<file path="src/core/smsp_pkg.sv">
// Package of the serial master/slave port: constants, state types, helpers.
// Assumes a single 50 MHz system clock; all pin inputs already synchronous.
package smsp_pkg;

    // ------------------------------------------------------------------
    // Sizes and timing
    // ------------------------------------------------------------------
    localparam int         BYTE_W             = 8;
    localparam logic [4:0] EDGES_PER_BYTE     = 5'h10;
    localparam logic [3:0] BITS_PER_BYTE      = 4'h8;
    localparam int         CLK_PERIOD_NS      = 20;
    localparam int         SCK_MIN_PHASE_CLKS = 2;
    localparam logic [1:0] BUF_DEPTH          = 2'h2;

    // Half periods of the master clock for the four rate codes
    localparam logic [6:0] HALF_DIV4   = 7'h02;
    localparam logic [6:0] HALF_DIV16  = 7'h08;
    localparam logic [6:0] HALF_DIV64  = 7'h20;
    localparam logic [6:0] HALF_DIV128 = 7'h40;

    // ------------------------------------------------------------------
    // Types
    // ------------------------------------------------------------------
    typedef enum logic [0:0] {ST_IDLE, ST_SHIFT} smsp_state_t;

    typedef struct packed {
        smsp_state_t       state;
        logic [6:0]        div_cnt;
        logic              sck_lvl;
        logic [4:0]        edge_cnt;
        logic [3:0]        bit_cnt;
        logic [BYTE_W-1:0] shift;
        logic              out_bit;
        logic              sck_prev;
        logic              done_flag;
        logic              irq;
        logic              fault;
        logic              push;
        logic [BYTE_W-1:0] push_data;
    } smsp_core_t;

    typedef struct packed {
        logic [1:0][BYTE_W-1:0] mem;
        logic                   wp;
        logic                   rp;
        logic [1:0]             cnt;
    } smsp_buf_t;

    // ------------------------------------------------------------------
    // Helpers
    // ------------------------------------------------------------------
    function automatic logic [6:0] half_period(input logic [1:0] rate,
                                               input logic       dbl);
        logic [6:0] base;
        case (rate)
            2'h0:    base = HALF_DIV4;
            2'h1:    base = HALF_DIV16;
            2'h2:    base = HALF_DIV64;
            default: base = HALF_DIV128;
        endcase
        half_period = dbl ? (base >> 1) : base;
    endfunction : half_period

    function automatic logic out_end(input logic [BYTE_W-1:0] sr,
                                     input logic              lsb);
        out_end = lsb ? sr[0] : sr[BYTE_W-1];
    endfunction : out_end

    function automatic logic [BYTE_W-1:0] shift_in(
        input logic [BYTE_W-1:0] sr,
        input logic              b,
        input logic              lsb);
        shift_in = lsb ? {b, sr[BYTE_W-1:1]} : {sr[BYTE_W-2:0], b};
    endfunction : shift_in

endpackage : smsp_pkg

</file>
<file path="src/core/smsp_buf_if.sv">
// Carrier between the port core and its receive buffer.
// Assumes both ends run on the same clock.
`timescale 1ns/1ns
interface smsp_buf_if;
    import smsp_pkg::*;
    logic              in_valid;
    logic              in_ready;
    logic [BYTE_W-1:0] in_data;
    logic              out_valid;
    logic              out_ready;
    logic [BYTE_W-1:0] out_data;

    modport buffer (input  in_valid, in_data, out_ready,
                    output in_ready, out_valid, out_data);
    modport user   (output in_valid, in_data, out_ready,
                    input  in_ready, out_valid, out_data);
endinterface : smsp_buf_if

</file>
<file path="src/core/smsp_rx_buf.sv">
// Two-entry receive buffer with valid/ready on both sides.
// Assumes reset already synchronised by the instantiating module.
`timescale 1ns/1ns
module smsp_rx_buf
    import smsp_pkg::*;
(
    input  wire logic   clock_in,
    input  wire logic   rstn_in,
    smsp_buf_if.buffer  bus
);
    smsp_buf_t buf_reg;
    smsp_buf_t buf_next;
    logic      pop;
    logic      push;

    // ------------------------------------------------------------------
    // Next state
    // ------------------------------------------------------------------
    // A push into a full buffer is taken only together with a pop
    always_comb begin
        buf_next = buf_reg;
        pop      = (buf_reg.cnt != 2'h0) && bus.out_ready;
        push     = bus.in_valid && ((buf_reg.cnt != BUF_DEPTH) || pop);
        if (push) begin
            buf_next.mem[buf_reg.wp] = bus.in_data;
            buf_next.wp              = ~buf_reg.wp;
        end
        if (pop) begin
            buf_next.rp = ~buf_reg.rp;
        end
        buf_next.cnt = buf_reg.cnt + {1'b0, push} - {1'b0, pop};
    end

    always_ff @(posedge clock_in or negedge rstn_in) begin
        if (!rstn_in) begin
            buf_reg <= '0;
        end else begin
            buf_reg <= buf_next;
        end
    end

    assign bus.in_ready  = (buf_reg.cnt != BUF_DEPTH);
    assign bus.out_valid = (buf_reg.cnt != 2'h0);
    assign bus.out_data  = buf_reg.mem[buf_reg.rp];
endmodule : smsp_rx_buf

</file>
<file path="src/core/smsp_core.sv">
// Byte-wide serial master/slave port with receive buffer.
// Assumes pin inputs are synchronous to clock_in; pad logic outside
// resolves each pin from its out and output-enable pair.
`timescale 1ns/1ns
module smsp_core
    import smsp_pkg::*;
(
    input  wire logic              clock_in,
    input  wire logic              rstn_in,
    input  wire logic              power_gate_in,
    input  wire logic              enable_in,
    input  wire logic              irq_enable_in,
    input  wire logic              bit_order_in,
    input  wire logic              master_select_in,
    input  wire logic              polarity_in,
    input  wire logic              phase_in,
    input  wire logic [1:0]        rate_in,
    input  wire logic              double_speed_in,
    input  wire logic              mosi_dir_in,
    input  wire logic              miso_dir_in,
    input  wire logic              sck_dir_in,
    input  wire logic              ss_dir_in,
    input  wire logic              ss_level_in,
    input  wire logic              flag_clear_in,
    input  wire logic              wr_valid_in,
    input  wire logic [BYTE_W-1:0] wr_data_in,
    output logic                   wr_ready_out,
    output logic                   rd_valid_out,
    output logic [BYTE_W-1:0]      rd_data_out,
    input  wire logic              rd_ready_in,
    output logic                   transfer_done_flag_out,
    output logic                   irq_out,
    output logic                   master_active_out,
    output logic                   busy_out,
    input  wire logic              mosi_in,
    output logic                   mosi_out,
    output logic                   mosi_oe_out,
    input  wire logic              miso_in,
    output logic                   miso_out,
    output logic                   miso_oe_out,
    input  wire logic              sck_in,
    output logic                   sck_out,
    output logic                   sck_oe_out,
    input  wire logic              ss_in,
    output logic                   ss_out,
    output logic                   ss_oe_out
);

    // ------------------------------------------------------------------
    // Reset release
    // ------------------------------------------------------------------
    logic [1:0] rst_sync_reg;
    logic       rstn_sync;

    always_ff @(posedge clock_in or negedge rstn_in) begin
        if (!rstn_in) begin
            rst_sync_reg <= 2'h0;
        end else begin
            rst_sync_reg <= {rst_sync_reg[0], 1'b1};
        end
    end
    assign rstn_sync = rst_sync_reg[1];

    // ------------------------------------------------------------------
    // Receive buffer
    // ------------------------------------------------------------------
    smsp_buf_if bus ();

    smsp_rx_buf u_rx_buf (
        .clock_in (clock_in),
        .rstn_in  (rstn_sync),
        .bus      (bus)
    );

    smsp_core_t r_reg;
    smsp_core_t r_next;
    logic       port_on;
    logic       master;
    logic       fault_ev;
    logic       wr_take;
    logic       rx_bit;
    logic       done;
    logic       tick;
    logic       leading;
    logic       sample;
    logic       slave_edge;

    // Master mode drops back to slave on a select fault until software
    // takes the master bit away and sets it again.
    assign port_on  = enable_in && !power_gate_in;
    assign master   = port_on && master_select_in && !r_reg.fault;
    assign fault_ev = master && !ss_dir_in && !ss_in;
    assign rx_bit   = master ? miso_in : mosi_in;

    // Master waits for room in the buffer so its byte is never dropped
    always_comb begin
        if (!port_on) begin
            wr_ready_out = 1'b0;
        end else if (master) begin
            wr_ready_out = (r_reg.state == ST_IDLE) && !fault_ev &&
                           bus.in_ready && !r_reg.push;
        end else begin
            wr_ready_out = ss_in || (r_reg.bit_cnt == 4'h0);
        end
    end
    assign wr_take = wr_valid_in && wr_ready_out;

    // Pulse from the master clock divider
    assign tick = (r_reg.state == ST_SHIFT) &&
        (r_reg.div_cnt == half_period(rate_in, double_speed_in) - 7'h01);

    // Leading edge leaves the idle level; phase picks the sampling edge
    assign slave_edge = (sck_in != r_reg.sck_prev);
    assign leading    = master ? !r_reg.sck_lvl : (sck_in != polarity_in);
    assign sample     = (leading == !phase_in);

    // ------------------------------------------------------------------
    // Next state
    // ------------------------------------------------------------------
    always_comb begin
        r_next          = r_reg;
        done            = 1'b0;
        r_next.push     = 1'b0;
        r_next.sck_prev = sck_in;
        if (!master_select_in) begin
            r_next.fault = 1'b0;
        end
        if (fault_ev) begin
            r_next.fault    = 1'b1;
            r_next.state    = ST_IDLE;
            r_next.edge_cnt = 5'h00;
            r_next.bit_cnt  = 4'h0;
            r_next.sck_lvl  = 1'b0;
            done            = 1'b1;
        end else if (master) begin
            r_next.bit_cnt = 4'h0;
            case (r_reg.state)
                ST_IDLE: begin
                    r_next.sck_lvl = 1'b0;
                    if (wr_take) begin
                        r_next.shift    = wr_data_in;
                        r_next.out_bit  = out_end(wr_data_in, bit_order_in);
                        r_next.state    = ST_SHIFT;
                        r_next.div_cnt  = 7'h00;
                        r_next.edge_cnt = 5'h00;
                    end
                end
                ST_SHIFT: begin
                    r_next.div_cnt = r_reg.div_cnt + 7'h01;
                    if (tick) begin
                        r_next.div_cnt  = 7'h00;
                        r_next.sck_lvl  = !r_reg.sck_lvl;
                        r_next.edge_cnt = r_reg.edge_cnt + 5'h01;
                        if (sample) begin
                            r_next.shift = shift_in(r_reg.shift, rx_bit,
                                                    bit_order_in);
                        end else begin
                            r_next.out_bit = out_end(r_reg.shift,
                                                     bit_order_in);
                        end
                        if (r_reg.edge_cnt == EDGES_PER_BYTE - 5'h01) begin
                            r_next.state   = ST_IDLE;
                            r_next.sck_lvl = 1'b0;
                            done           = 1'b1;
                        end
                    end
                end
                default: begin
                    r_next.state = ST_IDLE;
                end
            endcase
        end else if (port_on && !ss_in) begin
            r_next.state = ST_IDLE;
            if (wr_take) begin
                r_next.shift   = wr_data_in;
                r_next.out_bit = out_end(wr_data_in, bit_order_in);
            end else if (slave_edge) begin
                if (sample) begin
                    r_next.shift   = shift_in(r_reg.shift, rx_bit,
                                              bit_order_in);
                    r_next.bit_cnt = r_reg.bit_cnt + 4'h1;
                    if (r_reg.bit_cnt == BITS_PER_BYTE - 4'h1) begin
                        r_next.bit_cnt = 4'h0;
                        done           = 1'b1;
                    end
                end else begin
                    r_next.out_bit = out_end(r_reg.shift, bit_order_in);
                end
            end
        end else begin
            // Deselected or disabled: partial byte dropped, counters reset
            r_next.state    = ST_IDLE;
            r_next.bit_cnt  = 4'h0;
            r_next.edge_cnt = 5'h00;
            r_next.sck_lvl  = 1'b0;
            if (wr_take) begin
                r_next.shift = wr_data_in;
            end
            r_next.out_bit = out_end(r_next.shift, bit_order_in);
        end
        if (done && !fault_ev) begin
            r_next.push      = 1'b1;
            r_next.push_data = r_next.shift;
        end
        // A completion in the clearing cycle keeps the flag set
        r_next.done_flag = (r_reg.done_flag && !flag_clear_in) || done;
        r_next.irq       = r_next.done_flag && irq_enable_in;
    end

    always_ff @(posedge clock_in or negedge rstn_sync) begin
        if (!rstn_sync) begin
            r_reg <= '0;
        end else begin
            r_reg <= r_next;
        end
    end

    // ------------------------------------------------------------------
    // Buffer hook-up and outputs
    // ------------------------------------------------------------------
    // With the buffer full a slave byte pushes out the oldest one
    assign bus.in_valid  = r_reg.push;
    assign bus.in_data   = r_reg.push_data;
    assign bus.out_ready = rd_ready_in || (r_reg.push && !bus.in_ready);
    assign rd_valid_out  = bus.out_valid;
    assign rd_data_out   = bus.out_data;

    assign transfer_done_flag_out = r_reg.done_flag;
    assign irq_out                = r_reg.irq;
    assign master_active_out      = master;
    assign busy_out = (r_reg.state == ST_SHIFT) || (r_reg.bit_cnt != 4'h0);

    assign sck_out     = polarity_in ^ r_reg.sck_lvl;
    assign sck_oe_out  = master && sck_dir_in;
    assign mosi_out    = r_reg.out_bit;
    assign mosi_oe_out = master && mosi_dir_in;
    assign miso_out    = r_reg.out_bit;
    assign miso_oe_out = port_on && !master && !ss_in && miso_dir_in;
    assign ss_out      = ss_level_in;
    assign ss_oe_out   = master && ss_dir_in;
endmodule : smsp_core

</file>
<file path="config.mk">
export PLATFORM = sky130hd
export DESIGN_NAME = smsp_core
export DESIGN_NICKNAME = d
export VERILOG_FILES = /design/src/core/smsp_pkg.sv /design/src/core/smsp_buf_if.sv /design/src/core/smsp_rx_buf.sv /design/src/core/smsp_core.sv
export SDC_FILE = /design/constraint.sdc
export NUM_CORES = 1
export LEC_CHECK = 0
export ABC_AREA = 1
export BUFFER_PORTS_ARGS = -buffer_cell sky130_fd_sc_hd__buf_4
export CAP_MARGIN = 30
export CORE_MARGIN = 5
export CORE_UTILIZATION = 40
export CTS_BUF_LIST = sky130_fd_sc_hd__clkbuf_4 sky130_fd_sc_hd__clkbuf_8
export DETAILED_ROUTE_END_ITERATION = 7
export PLACE_DENSITY_LB_ADDON = 0.1
export REMOVE_ABC_BUFFERS = 1
export SLEW_MARGIN = 20
export SYNTH_ARGS = -nofsm -noshare
export SYNTH_HDL_FRONTEND = slang
export SYNTH_HIERARCHICAL = 1
export SYNTH_SLANG_ARGS = --single-unit
</file>
<file path="constraint.sdc">
create_clock -name clock_in -period 2.05 [get_ports clock_in]
set_input_delay 0.41 -clock clock_in [delete_from_list [all_inputs] [get_ports clock_in]]
set_output_delay 0.41 -clock clock_in [all_outputs]
set_load 0.01 [all_outputs]
</file>
# == After elaboration in Yosys (flattened, before gate mapping) ==
# Cells that the tools add are included.
# totals
regBits,62
wordCells,154
# op_classes
n_addsub,6
order_cmp,3
n_eq_ne,20
mux,52
bitwise,5
n_reduce_logical,49
# op_table
op,count
$mux 8,7
$mux 9,5
$pmux 14 s2,1
$mux 13,2
$logic_and 1x1->1,24
$mux 1,24
$pmux 7 s3,1
$ne 4x4->1 const B,5
$mux 19,1
$pmux 9 s2,1
$bwmux 16,1
$mux 14,1
$mux 12,1
$logic_not 1->1,11
$mux 10,1
$reduce_and 3->1,3
$demux 8 s1,1
$mux 4,2
$add 7x1->7 const B,1
$eq 7x7->1,1
$mux 7,1
$sub 7x1->7 const B,1
$mux 6,1
$ne 3x3->1 const B,2
other kinds (26),36

# == Logic depth before layout (Yosys ltp) ==
# logic_depth
word_depth,19
mapped_depth,15

# == Modules after synthesis ==
# The synthesis kept the hierarchy.
# modules_own_cells
module,instances,cells_per_inst,area_each_um2,seq_area_each_um2
smsp_core,1,512,3370.7,1051.0
smsp_rx_buf,1,121,996.0,500.5

# == Least setup slack after synthesis ==
# OpenSTA, ideal clock, no wires.
# synth_path
kind,flip-flop to flip-flop
startpoint,register u_rx_buf/buf_reg[0] in the netlist's numbering
endpoint,register u_rx_buf/buf_reg[1] in the netlist's numbering
setup_time_ns,0.117
arrival_time_ns,1.767
required_ns,1.933
path_slack_ns,0.166
stages_incl_launch_ff,13
n_path_buf,0
period_less_slack_ns,1.884
cell_sequence,dfrtp_1 > inv_1 > nand2_1 > o21bai_1 > inv_1 > nand3_4 > nand2_1 > ha_1 > inv_1 > ha_1 > xor2_1 > nor2_1 > nor2_1
# synth_rtl
element,line_no,source
start: declaration,smsp_rx_buf.sv:11,smsp_buf_t buf_reg;
start signal: assignment,smsp_rx_buf.sv:38,buf_reg <= buf_next;

# == Final worst setup path ==
# layout_path
startpoint,register r_reg[22] in the netlist's numbering
endpoint,output port wr_ready_out
# layout_between
elab_chain_cells,4
# layout_lines
element,line_no,source
start: declaration,smsp_core.sv:75,smsp_core_t r_reg;
start signal: assignment,smsp_core.sv:214,r_reg <= r_next;
$logic_not 4->1,smsp_core.sv:103,wr_ready_out = ss_in || (r_reg.bit_cnt == 4'h0);
$logic_or 1x1->1,smsp_core.sv:103,
$mux 1,smsp_core.sv:99,end else if (master) begin
$mux 1,smsp_core.sv:97,if (!port_on) begin
end: declaration,smsp_core.sv:27,"output logic wr_ready_out,"
# Every way passes these cells.

==> results_dict.tcl <==
set metrics [dict create \
    cts_max_path_buffers 2 \
    period_minus_slack_ns 1.96 \
    required_ns 1.64 \
    drc 0 \
    synth-simple-area-share 0.417 \
    power.leakage_nw 2.95 \
    cts_made_buffers 9 \
    drt-pass1-iter-count 5 \
    cts.sinks 62 \
    num_rows 38 \
    grt_pass1_vias 4272 \
    synth-compound-area-share 0.0828 \
    dp_hpwl_um 8740 \
    fin_cells 862 \
    overflow 0 \
    wl_um 12300 \
    io_pins 54 \
    routed_via_density 5.03 \
    place_inst 831 \
    cts_htree_levels 3 \
    p_sw_mw 1.43 \
    gp_congestion 0.873 \
    cts_root_buffer "clkbuf_8" \
    cp-end-kind "primary output" \
    p_comb_frac 0.320 \
    finalSetupViolations 0 \
    start_util 0.405 \
    avgSynthCellArea_um2 6.90 \
    largest_reg_flops 28 \
    cp_max_fo 3 \
    syn2layout_area_growth_pct 23.9 \
    synth_mux_area_frac 0 \
    p_sw_frac 0.369 \
    seq_area_frac_synth 0.355 \
    chipWidth_um 114 \
    startpoint_type "flip-flop" \
    finalCritPeriodShare 0.957 \
    synth_xor_area_frac 0.0221 \
    synth_cells 633 \
    intPower_mw 2.44 \
    crit_type "reg -> out" \
    p_seq_frac 0.379 \
    power_frac_clock 0.301 \
    dieArea_um2 13100 \
    synth_top_family_by_area "simple AND/OR/NAND/NOR gates" \
    synth_cell_types 42 \
    ys_warn_count 6 \
    slew_violations 0 \
    tns_ns 0 \
    yosysTopAreaCell "dfrtp_1" \
    synth.top_cell.area_share 0.355 \
    post_drt_wl_per_cell_um 14.2 \
    grt_usage 0.195 \
    status "finished, final reports clean" \
    grt_pass1_wl_um 20500 \
    nets 756 \
    antenna_found_initial 0 \
    netlist_area_um2 4370 \
    worstHoldPathCells 1 \
    reg2reg_depth 15 \
    clk_latency_ns 0.36 \
    ys_top_cells_by_area "dfrtp_1 36%, nand2_1 21%, inv_1 6.0%" \
    hold_path.class "in -> reg" \
    fp.dieH_um 114 \
    cts_tree "done" \
    yosys.area_share.adder 0.0201 \
    grt_max_degree 61 \
    ant_nets 0 \
    antenna_cells 0 \
    p_per_area_nw_per_um2 715 \
    cap_violations 0 \
    vias 4335 \
    irDropWorstVdd_mv 0.335 \
    layout-drive-gt1-share 0.220 \
    clkTransAtPathRegs_ns 0.07 \
    portBuffers 51 \
    max_freq_mhz 510 \
    coreArea_um2 10800 \
    synth-seq-cells 62 \
    hold_violations 0 \
    final.setup_skew_ns 0.0188 \
    drtIter0Drc 334 \
    cp.arrival_ns 1.55 \
]
power groups by stage:
stage	clock network, mW	registers, mW	logic, mW
floorplan	0	1.49	0.742
global placement	0	1.48	1.16
detailed placement	0	1.49	1.19
CTS	1.19	1.47	1.19
global route	1.25	1.49	1.41
finish	1.16	1.47	1.24
cell usage after synthesis (all sizes together):
master     n
o211ai     8
o21bai     2
nand4     30
xor2      10
o31ai      1
buf       16
nor3b      3
o41ai      1
a21oi      9
xnor2      1
o22ai      1
o21ai     38
conb       1
dfrtp     62
nor2      37
nor3       1
clkbuf     8
nand2    250
nand3     59
inv       76
clkinv     3
o2111ai    2
nand3b     7
ha         7
stage by stage:
step / setup WS (ns) / power [mW] / hold WS (ns) / utilization / area (um2)
floorplan: -0.0688 / 2.24 / 0.114 / - / 4220
global placement: 0.0705 / 2.65 / 0.193 / 0.467 / 5040
detailed placement: -0.00667 / 2.67 / 0.196 / 0.467 / 5040
CTS: 0.00289 / 3.85 / 0.202 / 0.487 / 5260
global route: -0.0279 / 4.15 / 0.207 / 0.501 / 5410
finish: 0.0881 / 3.87 / 0.215 / 0.501 / 5410
placed cells by master, fill, tap and decap left out, drive strengths merged, types with 2 or more instances in the layout:
cell and count:
o21ai 38, xor2 10, clkinv 5, nor2 38
o2111ai 2, nand3 59, a21oi 9, clkbuf 10
ha 7, nand3b 7, nand2 250, nor3b 3
o21bai 2, nand4 30, o211ai 8, dfrtp 62
inv 78, buf 95
what timing repair did:
item                                   CTS  global route
pin swaps                                0             6
cloned                                   0             1
gates resized for setup                  1            16
setup endpoints to repair                2            15
buffers inserted                         1            12
endpoints found under the hold margin    2             0
hold buffers                             1             0
worst paths after layout:
| check | slack [ns] | endpoint | startpoint |
|---|---|---|---|
| worst max-delay path | 0.09 | wr_ready_out | r_reg[22] |
| worst min-delay path | 0.22 | r_reg[12] | sck_in |
| worst max register to register | 0.12 | bus.in_data[6] | r_reg[22] |
| worst min register to register | 0.28 | r_reg[19] | rst_sync_reg[1] |
| max in group asynchronous | 1.46 | r_reg[29] | rst_sync_reg[1] |
| min in group asynchronous | 0.28 | r_reg[19] | rst_sync_reg[1] |
per-layer routing:
layer	vias up	track usage	routed length (um)
met3	15	0.0296	623
met4	0	0.0594	189
met2	104	0.316	5590
met5	-	0	0
li1	2205	-	-
met1	2011	0.269	5860
cells by family after synthesis:
| logic type | after synthesis |
|---|---|
| fa+ha+maj | 7 |
| xor+xnor | 11 |
| flops | 62 |
| compound gates | 62 |
| simple gates | 387 |
| buf+inv | 103 |
| other cells | 1 |
critical path, cell delays in order, from the launching register on:
cell     delay [ns]
dfrtp_1        0.40
inv_2          0.08
ha_2           0.19
nand3_2        0.10
nand3_4        0.10
nand3_4        0.15
inv_2          0.08
buf_4          0.11
cell type report:
| class | instances | area (um2) |
|---|---|---|
| fill | 1080 | 5380 |
| multi-input combinational | 469 | 2420 |
| sequential | 62 | 1550 |
| timing repair buffer | 96 | 759 |
| inverter | 79 | 299 |
| tap | 140 | 175 |
| clock buffer | 10 | 138 |
| clock inverter | 6 | 68.8 |
(Power assumes the default switching activity.)
